### src/msbt_map.svh
// register indices, field positions, reset values and timing counts
`ifndef MSBT_MAP_SVH
`define MSBT_MAP_SVH
// register indices; byte address is four times the index
`define MSBT_IDX_CFG 10'h080
`define MSBT_IDX_DPTR0 10'h081
`define MSBT_IDX_DPTR1 10'h082
`define MSBT_IDX_XCMD 10'h083
`define MSBT_IDX_XDATA 10'h084
`define MSBT_IDX_STAT 10'h085
`define MSBT_IDX_SUM 10'h086
`define MSBT_IDX_SUMCTL 10'h087
`define MSBT_IDX_GPIO 10'h088
`define MSBT_IDX_TMR 10'h089
`define MSBT_IDX_CKCTL 10'h08e
// reset values
`define MSBT_CKCTL_RST 8'h01
`define MSBT_CFG_RST 8'h00
// field positions
`define MSBT_CK_FAST 3
`define MSBT_CFG_BUS 0
`define MSBT_CFG_DPS 1
`define MSBT_CFG_IDLE 2
`define MSBT_XCMD_WR 0
`define MSBT_XCMD_AUTO 1
`define MSBT_SUM_CLR 5
// timing counts: last value of each up-counter, load value of the address latch down-counter
`define MSBT_INSTR_LAST 2'h3
`define MSBT_SLOW_LAST 4'hb
`define MSBT_ALE_LAST 5'h03
`endif

### src/msbt_xbus_note_unused.sv
// (intentionally empty module file not needed)

### src/msbt_pkg.sv
// types and timing decode shared by the bus timing block
package msbt_pkg;
  typedef enum logic [1:0] {
    MSBT_IDLE = 2'b00,
    MSBT_ADDR = 2'b01,
    MSBT_STRB = 2'b10,
    MSBT_HOLD = 2'b11
  } msbt_state_t;

  // strobe width in system clocks for a stretch code
  function automatic logic [4:0] msbt_strobe_clks(input logic [2:0] sel);
    msbt_strobe_clks = (sel == 3'h0) ? 5'h02 : {sel, 2'b00};
  endfunction

  // clocks after the strobe to fill out whole instruction cycles
  function automatic logic [4:0] msbt_hold_clks(input logic [2:0] sel);
    msbt_hold_clks = (sel == 3'h0) ? 5'h02 : 5'h04;
  endfunction
endpackage

### src/msbt_timing.sv
// instruction cycle and timer tick generator
`timescale 1ns/1ps
`include "msbt_map.svh"

module msbt_timing (
  input wire logic sys_clk,
  input wire logic resetn,
  input wire logic fast,
  output logic instr_tick,
  output logic timer_tick
);
  logic [1:0] ph_q;
  logic [3:0] slow_q;
  logic [3:0] gap_q;

  // sys_clk is the oscillator itself, no prescaler [RULE2]
  always_ff @(posedge sys_clk) begin
    if (!resetn || ph_q == `MSBT_INSTR_LAST) begin
      ph_q <= 2'h0; // four clocks per instruction cycle [RULE1]
    end else begin
      ph_q <= ph_q + 2'h1;
    end
  end

  always_ff @(posedge sys_clk) begin
    if (!resetn || slow_q == `MSBT_SLOW_LAST) begin
      slow_q <= 4'h0;
    end else begin
      slow_q <= slow_q + 4'h1;
    end
  end

  assign instr_tick = (ph_q == `MSBT_INSTR_LAST);
  // twelve clocks by default, four when fast [RULE3]
  assign timer_tick = fast ? instr_tick : (slow_q == `MSBT_SLOW_LAST);

  always_ff @(posedge sys_clk) begin
    if (!resetn || timer_tick) begin
      gap_q <= 4'h0;
    end else begin
      gap_q <= gap_q + 4'h1;
    end
  end

  a_instr_period: assert property (@(posedge sys_clk) disable iff (!resetn)
    instr_tick |=> !instr_tick [*3] ##1 instr_tick) // [RULE1]
    else $error("instruction cycle not four clocks");
  a_timer_slow: assert property (@(posedge sys_clk) disable iff (!resetn)
    (timer_tick && !fast && $past(!fast, 12) && $past(resetn, 12))
      |-> gap_q == 4'hb) // [RULE3]
    else $error("slow timer tick not every twelve clocks");
  a_timer_fast: assert property (@(posedge sys_clk) disable iff (!resetn)
    fast |-> (timer_tick == instr_tick)) // [RULE3]
    else $error("fast timer tick not every four clocks");
endmodule

### src/msbt_xbus.sv
// external data move engine: address latch phase, stretched strobe
`timescale 1ns/1ps
`include "msbt_map.svh"

module msbt_xbus (
  input wire logic sys_clk,
  input wire logic resetn,
  input wire logic start,
  input wire logic wr,
  input wire logic [15:0] addr,
  input wire logic [7:0] wdata,
  input wire logic [2:0] sel,
  input wire logic [7:0] p0_in,
  output logic busy,
  output logic done,
  output logic [7:0] rdata_q,
  output logic ale,
  output logic rd_n,
  output logic wr_n,
  output logic [7:0] p0_out,
  output logic p0_oe,
  output logic [7:0] p2_out
);
  msbt_pkg::msbt_state_t st_q;
  logic [4:0] cnt_q;
  logic [2:0] sel_q;
  logic wr_q;
  logic [15:0] addr_q;
  logic [7:0] wdata_q;
  logic [5:0] len_q;
  logic [4:0] sw_q;

  always_ff @(posedge sys_clk) begin
    if (!resetn) begin
      st_q <= msbt_pkg::MSBT_IDLE;
      cnt_q <= 5'h00;
    end else begin
      unique case (st_q)
        msbt_pkg::MSBT_IDLE: if (start) begin
          st_q <= msbt_pkg::MSBT_ADDR;
          cnt_q <= `MSBT_ALE_LAST;
        end
        msbt_pkg::MSBT_ADDR: if (cnt_q == 5'h00) begin
          st_q <= msbt_pkg::MSBT_STRB; // width from stretch code [RULE5]
          cnt_q <= msbt_pkg::msbt_strobe_clks(sel_q) - 5'h01;
        end else begin
          cnt_q <= cnt_q - 5'h01;
        end
        msbt_pkg::MSBT_STRB: if (cnt_q == 5'h00) begin
          st_q <= msbt_pkg::MSBT_HOLD; // total is code plus two cycles [RULE4]
          cnt_q <= msbt_pkg::msbt_hold_clks(sel_q) - 5'h01;
        end else begin
          cnt_q <= cnt_q - 5'h01;
        end
        msbt_pkg::MSBT_HOLD: if (cnt_q == 5'h00) begin
          st_q <= msbt_pkg::MSBT_IDLE;
        end else begin
          cnt_q <= cnt_q - 5'h01;
        end
      endcase
    end
  end

  always_ff @(posedge sys_clk) begin
    if (!resetn) begin
      sel_q <= 3'h1;
      wr_q <= 1'b0;
      addr_q <= 16'h0000;
      wdata_q <= 8'h00;
    end else if (start && st_q == msbt_pkg::MSBT_IDLE) begin
      sel_q <= sel;
      wr_q <= wr;
      addr_q <= addr;
      wdata_q <= wdata;
    end
  end

  // peripheral must have data valid by the strobe's last clock [RULE12]
  always_ff @(posedge sys_clk) begin
    if (!resetn) begin
      rdata_q <= 8'h00;
    end else if (st_q == msbt_pkg::MSBT_STRB && cnt_q == 5'h00 && !wr_q) begin
      rdata_q <= p0_in;
    end
  end

  assign busy = (st_q != msbt_pkg::MSBT_IDLE);
  assign done = (st_q == msbt_pkg::MSBT_HOLD) && (cnt_q == 5'h00);
  assign ale = (st_q == msbt_pkg::MSBT_ADDR);
  assign rd_n = !((st_q == msbt_pkg::MSBT_STRB) && !wr_q);
  assign wr_n = !((st_q == msbt_pkg::MSBT_STRB) && wr_q);
  // low address byte then data share port zero [RULE6]
  assign p0_out = ale ? addr_q[7:0] : wdata_q;
  assign p0_oe = ale || (wr_q && busy);
  assign p2_out = addr_q[15:8]; // [RULE6]

  // helper counters for the checks below
  always_ff @(posedge sys_clk) begin
    len_q <= (!resetn || !busy) ? 6'h00 : len_q + 6'h01;
    sw_q <= (!resetn || (rd_n && wr_n)) ? 5'h00 : sw_q + 5'h01;
  end

  a_strobe_width: assert property (@(posedge sys_clk) disable iff (!resetn)
    $rose(rd_n & wr_n) |-> ({1'b0, $past(sw_q)} + 6'h01
      == {1'b0, msbt_pkg::msbt_strobe_clks(sel_q)})) // [RULE5]
    else $error("strobe width differs from stretch code");
  a_external_data_move_len: assert property (@(posedge sys_clk) disable iff (!resetn)
    done |-> len_q + 6'h01 == {1'b0, sel_q, 2'b00} + 6'h08) // [RULE4]
    else $error("data move length not code plus two cycles");
endmodule

### src/msbt_top.sv
// bus timing block top: apb registers, data pointers, summation, ports
`timescale 1ns/1ps
`include "msbt_map.svh"

// Summary of operation
// RULE1 - an instruction cycle lasts four system clocks, not twelve
// RULE2 - system clock runs at oscillator rate with no divider
// RULE3 - timer ticks every twelve clocks, or every four when fast
// RULE4 - external data move takes stretch code plus two instruction cycles
// RULE5 - strobe is two clocks at code zero, else four times code
// RULE6 - sixteen-bit address: high byte port two, low byte muxed port zero
// RULE7 - a control bit picks memory interface or general purpose ports
// RULE8 - two selectable data pointers speed block moves
// RULE9 - results are unchanged by stretching; only cycle timing differs
// RULE10 - summation register adds and shifts 32 bits in hardware
// RULE11 - peripherals power down individually; core can be put idle
// RULE12 - memory gives read data or takes write data within strobe
module msbt_top (
  input wire logic sys_clk,
  input wire logic resetn,
  input wire logic psel,
  input wire logic penable,
  input wire logic pwrite,
  input wire logic [11:0] paddr,
  input wire logic [31:0] pwdata,
  output logic [31:0] prdata,
  output logic pready,
  output logic pslverr,
  input wire logic [7:0] p0_in,
  output logic [7:0] p0_out,
  output logic [7:0] p0_oe,
  input wire logic [7:0] p2_in,
  output logic [7:0] p2_out,
  output logic [7:0] p2_oe,
  output logic ale,
  output logic rd_n,
  output logic wr_n,
  output logic instr_en,
  output logic timer_tick,
  output logic core_idle,
  output logic [3:0] periph_pd
);
  // ------------------------------------------------------------------
  // declarations
  // ------------------------------------------------------------------
  logic [7:0] ckctl_q;
  logic [7:0] cfg_q;
  logic [15:0] dptr0_q;
  logic [15:0] dptr1_q;
  logic [7:0] xdata_q;
  logic [31:0] sum_q;
  logic [31:0] gpio_q;
  logic [15:0] tmr_q;
  logic auto_q;
  logic [31:0] prdata_q;
  logic [31:0] rd_d;
  logic [9:0] idx;
  logic acc_w;
  logic hit;
  logic bus_en;
  logic dps;
  logic start;
  logic [15:0] xaddr;
  logic instr_tick;
  logic eng_busy;
  logic eng_done;
  logic [7:0] eng_rdata;
  logic eng_ale;
  logic eng_rd_n;
  logic eng_wr_n;
  logic [7:0] eng_p0;
  logic eng_p0_oe;
  logic [7:0] eng_p2;

  // ------------------------------------------------------------------
  // register decode
  // ------------------------------------------------------------------
  function automatic logic is_mapped(input logic [9:0] i);
    is_mapped = (i == `MSBT_IDX_CKCTL) || (i == `MSBT_IDX_CFG)
             || (i == `MSBT_IDX_DPTR0) || (i == `MSBT_IDX_DPTR1)
             || (i == `MSBT_IDX_XCMD) || (i == `MSBT_IDX_XDATA)
             || (i == `MSBT_IDX_STAT) || (i == `MSBT_IDX_SUM)
             || (i == `MSBT_IDX_SUMCTL) || (i == `MSBT_IDX_GPIO)
             || (i == `MSBT_IDX_TMR);
  endfunction

  function automatic logic wr_to(input logic a, input logic [9:0] i,
                                 input logic [9:0] r);
    wr_to = a && (i == r);
  endfunction

  assign idx = paddr[11:2];
  assign hit = is_mapped(idx);
  assign acc_w = psel && penable && pwrite && hit;
  assign pready = 1'b1;
  assign pslverr = psel && penable && !hit;
  assign prdata = prdata_q;

  assign bus_en = cfg_q[`MSBT_CFG_BUS];
  assign dps = cfg_q[`MSBT_CFG_DPS];
  assign core_idle = cfg_q[`MSBT_CFG_IDLE];
  assign periph_pd = cfg_q[7:4]; // per-peripheral power down [RULE11]

  // ------------------------------------------------------------------
  // control registers
  // ------------------------------------------------------------------
  always_ff @(posedge sys_clk) begin
    if (!resetn) begin
      ckctl_q <= `MSBT_CKCTL_RST; // three-cycle stretch at reset [RULE4]
    end else if (wr_to(acc_w, idx, `MSBT_IDX_CKCTL)) begin
      ckctl_q <= pwdata[7:0];
    end
  end

  always_ff @(posedge sys_clk) begin
    if (!resetn) begin
      cfg_q <= `MSBT_CFG_RST;
    end else if (wr_to(acc_w, idx, `MSBT_IDX_CFG)) begin
      cfg_q <= pwdata[7:0]; // port mode, pointer select, idle [RULE7]
    end
  end

  always_ff @(posedge sys_clk) begin
    if (!resetn) begin
      xdata_q <= 8'h00;
    end else if (wr_to(acc_w, idx, `MSBT_IDX_XDATA)) begin
      xdata_q <= pwdata[7:0];
    end
  end

  always_ff @(posedge sys_clk) begin
    if (!resetn) begin
      gpio_q <= 32'h0000_0000;
    end else if (wr_to(acc_w, idx, `MSBT_IDX_GPIO)) begin
      gpio_q <= pwdata;
    end
  end

  // ------------------------------------------------------------------
  // dual data pointers
  // ------------------------------------------------------------------
  // software write wins over the post-move increment
  always_ff @(posedge sys_clk) begin
    if (!resetn) begin
      dptr0_q <= 16'h0000;
    end else if (wr_to(acc_w, idx, `MSBT_IDX_DPTR0)) begin
      dptr0_q <= pwdata[15:0];
    end else if (eng_done && auto_q && !dps) begin
      dptr0_q <= dptr0_q + 16'h0001; // [RULE8]
    end
  end

  always_ff @(posedge sys_clk) begin
    if (!resetn) begin
      dptr1_q <= 16'h0000;
    end else if (wr_to(acc_w, idx, `MSBT_IDX_DPTR1)) begin
      dptr1_q <= pwdata[15:0];
    end else if (eng_done && auto_q && dps) begin
      dptr1_q <= dptr1_q + 16'h0001; // [RULE8]
    end
  end

  assign xaddr = dps ? dptr1_q : dptr0_q; // [RULE8]

  // ------------------------------------------------------------------
  // external data move launch
  // ------------------------------------------------------------------
  // ignored while a move runs or ports are in general purpose mode
  assign start = wr_to(acc_w, idx, `MSBT_IDX_XCMD) && !eng_busy && bus_en;

  always_ff @(posedge sys_clk) begin
    if (!resetn) begin
      auto_q <= 1'b0;
    end else if (start) begin
      auto_q <= pwdata[`MSBT_XCMD_AUTO];
    end
  end

  // ------------------------------------------------------------------
  // summation register
  // ------------------------------------------------------------------
  // one-clock add or shift, well inside an instruction cycle
  always_ff @(posedge sys_clk) begin
    if (!resetn) begin
      sum_q <= 32'h0000_0000;
    end else if (wr_to(acc_w, idx, `MSBT_IDX_SUM)) begin
      sum_q <= sum_q + pwdata; // [RULE10]
    end else if (wr_to(acc_w, idx, `MSBT_IDX_SUMCTL)) begin
      if (pwdata[`MSBT_SUM_CLR]) begin
        sum_q <= 32'h0000_0000;
      end else begin
        sum_q <= sum_q >> pwdata[4:0]; // [RULE10]
      end
    end
  end

  // ------------------------------------------------------------------
  // timer counter
  // ------------------------------------------------------------------
  always_ff @(posedge sys_clk) begin
    if (!resetn) begin
      tmr_q <= 16'h0000;
    end else if (wr_to(acc_w, idx, `MSBT_IDX_TMR)) begin
      tmr_q <= pwdata[15:0];
    end else if (timer_tick) begin
      tmr_q <= tmr_q + 16'h0001; // [RULE3]
    end
  end

  // ------------------------------------------------------------------
  // read path, captured in the setup cycle
  // ------------------------------------------------------------------
  always_comb begin
    rd_d = 32'h0000_0000;
    unique case (idx)
      `MSBT_IDX_CKCTL: rd_d = {24'h00_0000, ckctl_q};
      `MSBT_IDX_CFG: rd_d = {24'h00_0000, cfg_q};
      `MSBT_IDX_DPTR0: rd_d = {16'h0000, dptr0_q};
      `MSBT_IDX_DPTR1: rd_d = {16'h0000, dptr1_q};
      `MSBT_IDX_XDATA: rd_d = {24'h00_0000, xdata_q};
      // bytes are passed untouched whatever the stretch [RULE9]
      `MSBT_IDX_STAT: rd_d = {16'h0000, eng_rdata, 7'h00, eng_busy};
      `MSBT_IDX_SUM: rd_d = sum_q;
      `MSBT_IDX_GPIO: rd_d = gpio_q;
      `MSBT_IDX_TMR: rd_d = {p2_in, p0_in, tmr_q};
      default: rd_d = 32'h0000_0000;
    endcase
  end

  always_ff @(posedge sys_clk) begin
    if (!resetn) begin
      prdata_q <= 32'h0000_0000;
    end else if (psel && !penable && !pwrite) begin
      prdata_q <= rd_d;
    end
  end

  // ------------------------------------------------------------------
  // timing chain and move engine
  // ------------------------------------------------------------------
  msbt_timing u_timing (
    .sys_clk(sys_clk),
    .resetn(resetn),
    .fast(ckctl_q[`MSBT_CK_FAST]),
    .instr_tick(instr_tick),
    .timer_tick(timer_tick)
  );

  // idle halts the core's cycle enable; timers keep running [RULE11]
  assign instr_en = instr_tick && !core_idle;

  msbt_xbus u_xbus (
    .sys_clk(sys_clk),
    .resetn(resetn),
    .start(start),
    .wr(pwdata[`MSBT_XCMD_WR]),
    .addr(xaddr),
    .wdata(xdata_q),
    .sel(ckctl_q[2:0]),
    .p0_in(p0_in),
    .busy(eng_busy),
    .done(eng_done),
    .rdata_q(eng_rdata),
    .ale(eng_ale),
    .rd_n(eng_rd_n),
    .wr_n(eng_wr_n),
    .p0_out(eng_p0),
    .p0_oe(eng_p0_oe),
    .p2_out(eng_p2)
  );

  // ------------------------------------------------------------------
  // port mode select
  // ------------------------------------------------------------------
  // memory interface or general purpose outputs [RULE7]
  assign p0_out = bus_en ? eng_p0 : gpio_q[7:0];
  assign p0_oe = bus_en ? {8{eng_p0_oe}} : gpio_q[15:8];
  assign p2_out = bus_en ? eng_p2 : gpio_q[23:16]; // [RULE6]
  assign p2_oe = bus_en ? 8'hff : gpio_q[31:24];
  assign ale = bus_en && eng_ale;
  assign rd_n = !bus_en || eng_rd_n;
  assign wr_n = !bus_en || eng_wr_n;

  // ------------------------------------------------------------------
  // checks
  // ------------------------------------------------------------------
  a_ckctl_reset: assert property (@(posedge sys_clk)
    !resetn |=> ckctl_q == `MSBT_CKCTL_RST) // [RULE4]
    else $error("stretch code not three cycles after reset");
  a_sum_add: assert property (@(posedge sys_clk) disable iff (!resetn)
    wr_to(acc_w, idx, `MSBT_IDX_SUM)
      |=> sum_q == $past(sum_q) + $past(pwdata)) // [RULE10]
    else $error("summation add wrong");
  a_p2_addr: assert property (@(posedge sys_clk) disable iff (!resetn)
    start ##1 bus_en |-> p2_out == $past(xaddr[15:8])) // [RULE6]
    else $error("high address byte not on port two");
  a_gpio_mode: assert property (@(posedge sys_clk) disable iff (!resetn)
    !bus_en |-> p0_out == gpio_q[7:0] && p0_oe == gpio_q[15:8]
      && rd_n && wr_n && !ale) // [RULE7]
    else $error("ports not general purpose with bus off");
  a_dptr_auto: assert property (@(posedge sys_clk) disable iff (!resetn)
    (eng_done && auto_q && !dps && !acc_w)
      |=> dptr0_q == $past(dptr0_q) + 16'h0001) // [RULE8]
    else $error("data pointer not advanced after move");
  a_idle_gate: assert property (@(posedge sys_clk) disable iff (!resetn)
    core_idle |-> !instr_en) // [RULE11]
    else $error("core cycle enable while idle");
  a_read_byte: assert property (@(posedge sys_clk) disable iff (!resetn)
    (bus_en && !rd_n ##1 rd_n) |-> eng_rdata == $past(p0_in)) // [RULE9]
    else $error("read byte not the one on the bus");
endmodule

### config.mk
export PLATFORM = sky130hd
export DESIGN_NAME = msbt_top
export DESIGN_NICKNAME = d
export VERILOG_FILES = /design/src/msbt_xbus_note_unused.sv /design/src/msbt_pkg.sv /design/src/msbt_timing.sv /design/src/msbt_xbus.sv /design/src/msbt_top.sv
export VERILOG_INCLUDE_DIRS = /design/src
export SDC_FILE = /design/constraint.sdc
export NUM_CORES = 1
export LEC_CHECK = 0
export BUFFER_PORTS_ARGS = -buffer_cell sky130_fd_sc_hd__buf_2
export CAP_MARGIN = 20
export CORE_UTILIZATION = 55
export CTS_CLUSTER_SIZE = 40
export DETAILED_ROUTE_END_ITERATION = 6
export PLACE_DENSITY = 0.78
export SKIP_LAST_GASP = 1
export SLEW_MARGIN = 20
export SYNTH_ARGS = -nofsm -noshare
export SYNTH_HDL_FRONTEND = slang
export SYNTH_SLANG_ARGS = --single-unit
export TNS_END_PERCENT = 10
### constraint.sdc
create_clock -name sys_clk -period 3.5 [get_ports sys_clk]
set_input_delay 0.525 -clock sys_clk [delete_from_list [all_inputs] [get_ports sys_clk]]
set_output_delay 0.525 -clock sys_clk [all_outputs]
set_load 0.05 [all_outputs]
After elaboration in Yosys (flattened, before gate mapping)

Index checks and enable logic that the tools add are counted.

Reductions and logical operators: 66
Multiplexer cells: 29
Shifts and indexed selects: 1
Add/subtract/negate cells: 9
Eq/ne operators: 21

Operator list:

| kind                    | number |
|---|---|
| $pmux W32 S9            | 1 |
| $mux W16                | 7 |
| $eq A10 B8 Y1 const B   | 11 |
| $mux W32                | 3 |
| $add A16 B1 Y16 const B | 3 |
| $mux W8                 | 5 |
| $add A32 B32 Y32        | 1 |
| $shr A32 B5 Y32         | 1 |
| $logic_and A1 B1 Y1     | 30 |
| $mux W5                 | 5 |
| $pmux W5 S4             | 1 |
| $logic_or A1 B1 Y1      | 15 |
| $sub A5 B1 Y5 const B   | 3 |
| $logic_not A1 Y1        | 11 |
| $reduce_bool A2 Y1      | 5 |
| $mux W2                 | 4 |
| $ne A2 B1 Y1 const B    | 4 |
| $pmux W2 S4             | 1 |
| $eq A2 B2 Y1 const B    | 3 |
| $logic_not A5 Y1        | 1 |
| $add A4 B1 Y4 const B   | 1 |
| $eq A4 B4 Y1 const B    | 1 |
| $reduce_and A4 Y1       | 1 |
| $logic_not A3 Y1        | 1 |
| other kinds (7)         | 7 |

Input bits: 65
Logic and storage cells: 145
Output and inout port bits: 76
Bits in registers: 218

Longest topological paths before layout

Gate-level depths: netlist (run 1).

Depth after elaboration: 17
Depth in mapped cells: 13
Mapped depth without buffers: 12

Hierarchy

Synthesis (run 1) repeated with hierarchy kept, for this count alone.

Cell total of the unflattened synthesis: 1682
Area, all modules: 13833.3 um^2

Modules (own cells, without submodules):

| module      | times used | area each (um^2) | cells an instance |
|---|---|---|---|
| msbt_top    | 1          | 11476.0          | 1414 |
| msbt_xbus   | 1          | 2109.5           | 245 |
| msbt_timing | 1          | 247.7            | 23 |

Worst setup path after synthesis (run 1)

OpenSTA, ideal clock, no wires.

Kind: input-to-reg
Start point: input port pwdata[1]
End point: register sum_q[26]
Required time: 3437 ps
Slack: 207 ps
Data arrival time: 3230 ps
Stages on the path: 13
Buffers on the path: 2
Cells stage by stage: buf_2 buf_1 inv_1 fa_1 nor2b_1 o31a_1 o21ai_0 a21oi_1 a211o_1 a221oi_1 o21a_1 or4_1 nand3_1

Longest elaborated chain between the ends: 4
Elaborated cells between the ends (all ways): 5

Ends and longest elaborated chain:

| what                                                                     | RTL line        | RTL |
|---|---|---|
| start, declared                                                          | msbt_top.sv:25  | `input wire logic [31:0] pwdata,` |
| parallel branches: the longest is 3 deep, another holds $add A32 B32 Y32 | -               |  |
| $mux W32 (*)                                                             | msbt_top.sv:186 | `` end else if (wr_to(acc_w, idx, `MSBT_IDX_SUM)) begin `` |
| end signal, assigned                                                     | msbt_top.sv:187 | `sum_q <= sum_q + pwdata;` |
| end signal, assigned                                                     | msbt_top.sv:192 | `sum_q <= sum_q >> pwdata[4:0];` |
| end, declared                                                            | msbt_top.sv:51  | `logic [31:0] sum_q;` |

Every way passes the cells marked *. The select of a mux whose other input is x is not followed.
A chain may end at the register's enable or synchronous reset.

Final worst setup path (run 1)

Start point: register sum_q[1]
End point: register sum_q[27]

Longest elaborated chain between the ends: 4
Elaborated cells between the ends (all ways): 5

Ends and longest elaborated chain:

| what                                                                     | RTL line |
|---|---|
| parallel branches: the longest is 3 deep, another holds $add A32 B32 Y32 | - |
| $mux W32 (*)                                                             | msbt_top.sv:186 |

Marked as above.

==> impl_metrics.ini, run 1 <==
[outcome]
status = finished, final reports clean

[worst_setup_path]
worstPathMaxFanout = 4
critPathRequiredTime_ns = 3.92
path_class = register to register
cp-start-kind = register
end_kind = register
arrival_ns = 3.59
ff2ff_setup_slack_ns = 0.34

[grt]
track_usage_pct = 35.90
grt_pass1_wl_mm = 73.42
grt_start_max_net_pins = 121
antenna_found_initial = 0
overflow = 0
grt_pass1_vias = 13518

[logic_synthesis]
synthDominantCellAreaShare_pct = 31.27
synth_area_sq_um = 13960
seq_area_frac_synth_pct = 31.27
synth_edf_count = 0
yosys.cell_types.count = 76
synth_top_area_cell = dfxtp_1
synthArstFlopShare_pct = 0
syn_nets = 1880
syn-instance-count = 1772
synth_area_leaders = dfxtp_1 (31%), mux2i_1 (7.0%), nor2_1 (6.8%), a21oi_1 (6.7%), nand2_1 (5.1%)
synth_seq_cells = 218
synth_area_per_cell_sq_um = 7.877
ys.flop_type = dfxtp_1
yosysWarningCount = 0

[clocking]
clockBufferDepth = 3
hold_buffers = 0
clk_latency_ns = 0.53
cts_tree = done
htreeDepth = 1
cts_sinks = 218
clk_pin_slew_worst_paths_ns = 0.06
clockRootBuffer = clkbuf_16
numCtsBuffers = 24

[route]
vias = 14387
first_pass_iters = 6
drcViolationCount = 0
detail-route-antenna-nets = 0
wl_mm = 47.71
viasPerCell = 6.554
avgRoutedWirePerCell_microns = 21.74
drt_iter0_markers = 1963

[floorplan]
die_area_sq_um = 26020
num_rows = 57
die_h_microns = 161.3
io-pin-count = 141
core_area_sq_um = 24600
die_x_microns = 161.3
initial_core_util_pct = 56.73

[timing]
finalCritPeriodShare_pct = 90.39
finalSetupViolCount = 0
fin_tns_setup_ns = 0
max_clock_freq_mhz = 316.1
rsz0062_at_grt = false
whs_ns = 0.2562
min_period_ns = 3.164
slew_viol_final = 0
skew_ns = 0.007887
slew_headroom_pct = 35.94
worst_slew_pin_slew_ns = 0.9609
timing.final.ws_setup_ns = 0.3365
hold_viol_final = 0

[power]
total_power_mw = 5.637
clkPwrFrac_pct = 43.5
p_int_mw = 4.119
p_sw_mw = 1.518
pwr-share-seq_pct = 44.7
p_comb_share_pct = 11.9
p_per_area_nw_per_um2 = 358.7
peakVddDrop_v = 0.0003523
swShare_pct = 26.93
p_leak_nw = 6.050

[placed_design]
port-buffer-count = 137
place.gp.congestion = 1.012
post-place-ws_ns = 0.1470
dp_hpwl_mm = 34.75

[cells_and_area]
fin_nets = 1964
area_growth_pct = 12.59
diodes = 0
layout-drive-gt1-share_pct = 16.35

[run]
drv_cap = 0

[min_path]
hp-class = input port to register
cells in the final DEF (no fill, tap or decap), types with 7 or more instances in the layout:
cell type  Yosys  final
dfxtp_1      218    217
mux2_2        17     17
nor3_1        22     21
a222oi_1      24     24
o22ai_1        7      7
xor2_1        40     40
ha_1          42     42
and2_1        11     11
mux4_2        24     24
nor2_1       252    252
o211ai_1       7      7
a31oi_1       13     13
nand2b_1      10     10
buf_4          6     57
a211oi_1      73     73
and3_1        17     17
mux2i_1       97     97
nand3_1       31     31
a21oi_1      187    186
a221oi_1      11     11
clkbuf_16      0     24
o21ai_0       92     92
xnor2_1       29     29
nand4_1       26     26
a21o_1        13     13
nor2b_1       11     11
inv_1         27     27
buf_2         14    137
nand2_1      190    190
a22oi_1       33     33
or2_2         13     13
state kept, by name, summed over array words and instances (netlist names), 16 cells and up:
name           flops
dptr1_q           16
sum_q             32
tmr_q             16
u_xbus.addr_q     16
dptr0_q           16
prdata            32
gpio_q            32
per-stage QoR:
stage          std cells  utilization (%)  instance area [sq um]
3_5_place_dp        2154            60.84                  14970
2_1_floorplan       1772                -                  13960
4_1_cts             2195            63.86                  15710
3_3_place_gp        2154            60.82                  14970
6_report            2195            63.87                  15720
5_1_grt             2195            63.87                  15720
worst max-delay path: stages (launching register included):
cell and delay, ns:
dfxtp_1 0.45, ha_1 0.29, a211oi_1 0.28, o21ai_0 0.26, o211ai_1 0.30, a31oi_1 0.22
a221oi_1 0.57, o21ai_0 0.30, nand2b_1 0.13, a21oi_1 0.07, o21a_1 0.18
layer usage:
metal	share of wire (%)	vias to the layer above	global-route usage, %
li1	-	6588	-
met2	47	812	60.19
met4	5.9	0	21.31
met1	38	6799	44.20
met5	0	-	0
met3	9.3	188	4.494
final timing paths:
check,to,depth (start not counted),startpoint
worst min-delay path,gpio_q[24]$_SDFFE_PN0P_,3,pwdata[24]
worst max-delay path,sum_q[27]$_SDFFE_PN0P_,10,sum_q[1]$_SDFFE_PN0P_
worst min register to register,u_timing.ph_q[0]$_SDFF_PP0_,1,u_timing.ph_q[0]$_SDFF_PP0_
worst max register to register,sum_q[27]$_SDFFE_PN0P_,10,sum_q[1]$_SDFFE_PN0P_
cells in the mapped netlist, types with 6 or more instances:
library cell  instances
nand3_1              31
o21a_1                6
xor2_1               40
and2_1               11
nor2b_1              11
nand2_1             190
a211oi_1             73
a21oi_1             187
o21ai_0              92
a221oi_1             11
buf_1                16
buf_4                 6
o211ai_1              7
a22oi_1              33
xnor2_1              29
nor3_1               22
ha_1                 42
or3_1                 6
a222oi_1             24
mux2i_1              97
nand4_1              26
clkbuf_1            102
buf_2                14
inv_1                27
mux2_2               17
mux4_2               24
nor2_1              252
nand2b_1             10
and3_1               17
a21o_1               13
a22o_1                6
o22ai_1               7
a31oi_1              13
dfxtp_1             218
or2_2                13
power groups by stage:
stage	Clock [mW]	Sequential, mW	Combinational (mW)
6_report	2.45	2.52	0.669
5_1_grt	2.55	2.52	0.722
4_1_cts	2.45	2.52	0.657
3_5_place_dp	0	2.57	0.654
3_3_place_gp	0	2.57	0.641
2_1_floorplan	0	2.57	0.447
cell type report:
type / count / area [sq um]
clock buffer: 32 / 650.6
clock inverter: 9 / 91.34
fill: 2171 / 8889
inverter: 30 / 117.6
multi-input combinational: 1386 / 8932
sequential: 218 / 4365
tap: 324 / 405.4
timing repair buffer: 196 / 1154
kinds of logic (layout without fill, tap and decap cells):
kind of cell	Yosys count	after routing	synth area share, %
AOI/OAI and AO/OA	509	509	23.13
adders and majority gates	43	43	3.908
other	1	1	0.02687
muxes	138	138	12.20
xor gates and xnor gates	69	69	4.330
and+or+nand+nor	626	626	20.34
buffers and inverters	168	267	4.805
DFF	218	218	31.27
timing repair:
| item | 4_1_cts | 5_1_grt |
|---|---|---|
| resized for setup | 0 | 1 |
| endpoints found under the setup margin | 0 | 1 |
| buffers inserted | 0 | 0 |
No activity file was read; power rests on OpenSTA's default activity.
==> run 2, diff against run 1 <==
Settings changed: CORE_UTILIZATION 55 to 31, PLACE_DENSITY 0.78 to not set.
==> impl_metrics.ini, run 2 (synthesis gave the netlist of run 1 again) <==
[outcome]
status = finished, final reports clean

[clocking]
cts_sinks = 218
htreeDepth = 1
clockRootBuffer = clkbuf_16
postCtsResizedCells = 0
post_cts_buffers = 0
clk_pin_slew_worst_paths_ns = 0.07
cts_tree = done
numCtsBuffers = 25
hold_buffers = 0
clockBufferDepth = 3
clk_latency_ns = 0.55

[min_path]
hp-start = pwdata[26]
holdPathStages = 3
min_to = gpio_q[26]$_SDFFE_PN0P_
hp-class = input port to register

[cells_and_area]
final_cell_mix = nor2_1 (252), dfxtp_1 (217), nand2_1 (190)
fin_nets = 1969
layout_commonest_cell = nor2_1
nFillCells = 4649
design_area_sq_um = 16220
area_growth_pct = 16.20
diodes = 0
multiInputGateArea_sq_um = 8924
seq_area_sq_um = 4365
layout-drive-gt1-share_pct = 16.83
layout.cells.non_filler = 2470

[worst_setup_path]
r2r-end = sum_q[30]$_SDFFE_PN0P_
ff2ff_setup_slack_ns = 0.36
cp-startpoint = sum_q[0]$_SDFFE_PN0P_
cp.depth = 13
cp_top_family = compound AO/OA/AOI/OAI gates
path_class = register to register
path_cells = ha_1 > inv_1 > fa_1 > nor2b_1 > o31a_1 > o21ai_0 > a21oi_1 > a211o_1 > a221oi_1 > buf_4 > nor4b_1 > o41ai_1 > a21oi_1
r2r_start = sum_q[0]$_SDFFE_PN0P_
arrival_ns = 3.54
worst_r2r_path_depth = 13
crit_top_cell = a21oi_1
path_buf_inv = 2
slowest_delay_ns = 0.41
critPathRequiredTime_ns = 3.90
end_kind = register
slowest_stage = fa_1
cp-start-kind = register
worstPathMaxFanout = 5

[placed_design]
dp_hpwl_mm = 37.49
place_area_sq_um = 15320
port-buffer-count = 137
place_inst = 2426
place.gp.congestion = 0.9233

[timing]
fin_tns_setup_ns = 0
hold_viol_final = 0
finalSetupViolCount = 0
whs_ns = 0.2326
min_period_ns = 3.141
skew_ns = 0.02694
slew_headroom_pct = 32.18
slew_viol_final = 0
rsz0062_at_grt = false
worst_slew_pin_slew_ns = 1.010
finalCritPeriodShare_pct = 89.73
max_clock_freq_mhz = 318.4

[floorplan]
die_h_microns = 214.2
initial_core_util_pct = 31.50
io-pin-count = 141
die_x_microns = 214.2
num_rows = 77
core_area_sq_um = 44320
die_area_sq_um = 45880

[power]
p_comb_share_pct = 11.0
pwr-share-seq_pct = 41.1
clkPwrFrac_pct = 47.9
p_leak_nw = 6.155
swShare_pct = 26.21
peakVddDrop_v = 0.0003664
p_sw_mw = 1.606
p_per_area_nw_per_um2 = 377.9
p_int_mw = 4.522

[route]
viasPerCell = 5.643
drcViolationCount = 0
drt_iter0_markers = 1402
first_pass_iters = 7
vias = 13939
avgRoutedWirePerCell_microns = 20.53
wl_mm = 50.72
detail-route-antenna-nets = 0

[grt]
track_usage_pct = 21.32
grt_pass1_wl_mm = 77.07
grt_pass1_vias = 12639
antenna_found_initial = 0
grt_start_max_net_pins = 105
overflow = 0

[run]
drv_cap = 0
## run 2: changes by cell type in the layout (fill, tap and decap cells not counted), moves of 2 or more
cell | previous run | this run
bufinv_16 | 1 | 5
clkbuf_8 | 2 | 5
clkinvlp_4 | 4 | 2
buf_4 | 57 | 62
clkbuf_1 | 6 | 1
inv_6 | 1 | 3
## run 2: metrics by stage
stage	utilization, %	worst slack [ns]	power [mW]
finish	36.60	0.3593	6.128
CTS	36.60	0.3929	6.152
global route	36.60	0.1619	6.311
global placement	34.57	0.1213	3.235
detailed placement	34.57	0.09782	3.240
floorplan	-	0.2072	3.016
## run 2: per-layer routing
metal	vias up	share of wire (%)	wire, microns	global-route usage (%)
met4	0	4.1	2095	7.786
met1	6642	45	22650	29.39
met3	102	6.6	3346	2.851
met5	-	0	0	0
li1	6628	-	-	-
met2	567	45	22630	33.84
## run 2: worst max-delay path by stage
| stage | end |
|---|---|
| 3_5_place_dp | sum_q[30]$_SDFFE_PN0P_ |
| 6_report | sum_q[30]$_SDFFE_PN0P_ |
| 2_1_floorplan | sum_q[26]$_SDFFE_PN0P_ |
| 4_1_cts | sum_q[30]$_SDFFE_PN0P_ |
| 3_3_place_gp | sum_q[30]$_SDFFE_PN0P_ |
| 5_1_grt | sum_q[30]$_SDFFE_PN0P_ |
## run 2: worst reg2reg max path: cells and delay by family, from the launching register on
kind	cells	cell delay, ns
buffers and inverters	2	0.24
DFF	1	0.37
and+or+nand+nor	2	0.31
adders and majority gates	2	0.62
AOI/OAI and AO/OA	7	1.49
## run 2: area by class of cell
cell class / count / area share [%]
multi-input cells: 1386 / 55.02
flip-flops and latches: 218 / 26.92
repair buffers: 200 / 7.221
well taps: 592 / 4.567
clock buffers: 31 / 4.305
clock inverters: 13 / 1.250
inverters: 30 / 0.7251
## run 2: power by group through the flow
stage          Sequential [mW]  Combinational (mW)  Clock (mW)
5_1_grt                   2.52               0.732        3.06
4_1_cts                   2.52               0.670        2.96
3_3_place_gp              2.57               0.663           0
2_1_floorplan             2.57               0.447           0
3_5_place_dp              2.57               0.667           0
6_report                  2.52               0.674        2.94
==> run 3, diff against run 2 <==
Settings changed: CORE_ASPECT_RATIO set to 1.75, GPL_ROUTABILITY_DRIVEN set to 0, RECOVER_POWER set to 50.
==> impl_metrics.ini, run 3 (synthesis gave the netlist of run 1 again) <==
[outcome]
status = finished, violations left
failed_checks = capacitance limit, slew limit

[clocking]
clockBufferDepth = 3
cts_tree = done
numCtsBuffers = 25
clk_pin_slew_worst_paths_ns = 0.07
cts_sinks = 218
htreeDepth = 1
post_cts_buffers = 0
clockRootBuffer = clkbuf_16
clk_latency_ns = 0.56
hold_buffers = 0

[route]
vias = 14286
detail-route-antenna-nets = 0
first_pass_iters = 7
wl_mm = 54.50
viasPerCell = 5.800
avgRoutedWirePerCell_microns = 22.13
drt_iter0_markers = 1192
drcViolationCount = 0

[worst_setup_path]
worstPathMaxFanout = 42
critPathRequiredTime_ns = 3.93
arrival_ns = 3.66
cp-start-kind = input port
path_class = input port to register
worst_r2r_path_depth = 13
end_kind = register

[cells_and_area]
design_area_sq_um = 16160
layout_commonest_cell = nor2_1
nFillCells = 4622
seq_area_sq_um = 4365
layout.cells.non_filler = 2463
area_growth_pct = 15.79
multiInputGateArea_sq_um = 8932
layout-drive-gt1-share_pct = 15.14
fin_nets = 1979
final_cell_mix = nor2_1 (252), dfxtp_1 (217), nand2_1 (190)

[grt]
antenna_found_initial = 2
grt_pass1_vias = 13829
grt_pass1_wl_mm = 82.27
grt_start_max_net_pins = 113
track_usage_pct = 23.44
overflow = 0

[floorplan]
num_rows = 102
io-pin-count = 141
core_area_sq_um = 44290
die_x_microns = 162.4
die_area_sq_um = 45910
die_h_microns = 282.7
initial_core_util_pct = 31.52

[power]
p_leak_nw = 5.993
p_per_area_nw_per_um2 = 366.2
total_power_mw = 5.919
peakVddDrop_v = 0.0004234

[placed_design]
place_area_sq_um = 15380
port-buffer-count = 137
place_inst = 2416
dp_hpwl_mm = 40.47

[timing]
min_period_ns = 3.231
hold_viol_final = 0
whs_ns = 0.2284
max_clock_freq_mhz = 309.5
worst_slew_pin_slew_ns = 2.088
skew_ns = 0.01019
finalCritPeriodShare_pct = 92.32
slew_viol_final = 113
rsz0062_at_grt = false
slew_headroom_pct = -39.20
finalSetupViolCount = 0

[run]
drv_cap = 1

[min_path]
hp-class = input port to register
holdPathStages = 3
==> run 3: cell count changes in the layout (fill, tap and decap cells not counted), moves of 2 or more <==
cell and delta:
clkbuf_1 +43, diode_2 +2, clkinv_2 +4, buf_4 +5, buf_2 -39, bufinv_16 -3
inv_6 -2
==> run 3: where the power goes <==
group	internal (mW)	switching, mW
Sequential	2.50	0.0176
Clock	1.55	1.16
Combinational	0.241	0.448
Total	4.30	1.62
==> run 3: path summary, 6_finish.rpt <==
path	startpoint	endpoint	slack (ns)
max	pwdata[0]	sum_q[16]$_SDFFE_PN0P_	0.27
min	pwdata[24]	gpio_q[24]$_SDFFE_PN0P_	0.23
max reg2reg	sum_q[0]$_SDFFE_PN0P_	sum_q[20]$_SDFFE_PN0P_	0.32
min reg2reg	u_timing.ph_q[0]$_SDFF_PP0_	u_timing.ph_q[0]$_SDFF_PP0_	0.43
==> run 3: layout make-up <==
cell class                      instances  area share, %
Clock inverter                         14         0.8902
Tap cell                              572          4.428
Multi-Input combinational cell       1386          55.26
Timing Repair Buffer                  210          7.401
Inverter                               30         0.7199
Sequential cell                       218          27.01
Antenna cell                            2        0.03096
Clock buffer                           31          4.258
==> run 3: routing by layer <==
| layer | GRT usage [%] | routed length [microns] |
|---|---|---|
| met2 | 41.20 | 26730 |
| met5 | 0 | 0 |
| met1 | 25.01 | 19770 |
| met4 | 18.75 | 4682 |
| met3 | 3.215 | 3316 |
==> run 3: critical path: stages <==
cell,delay [ns]
clkbuf_1,0.20
clkbuf_2,1.01
mux4_2,0.67
mux2i_1,0.21
nand2_1,0.07
o21ai_0,0.16
o21ai_0,0.19
a21oi_1,0.51
nor2_1,0.09
==> run 3: per-stage QoR <==
step	TNS [ns]	setup slack (ns)	util [%]
6_report	0	0.2687	36.50
3_5_place_dp	-0.1347	-0.06151	34.73
4_1_cts	0	0.2646	36.61
3_3_place_gp	0	0.02424	34.73
5_1_grt	0	0.07430	36.50
2_1_floorplan	0	0.2072	-
==> run 3: timing repair <==
item / CTS / global route
hold endpoints to repair: 0 / 0
resized for setup: 0 / 1
setup endpoints to repair: 0 / 1
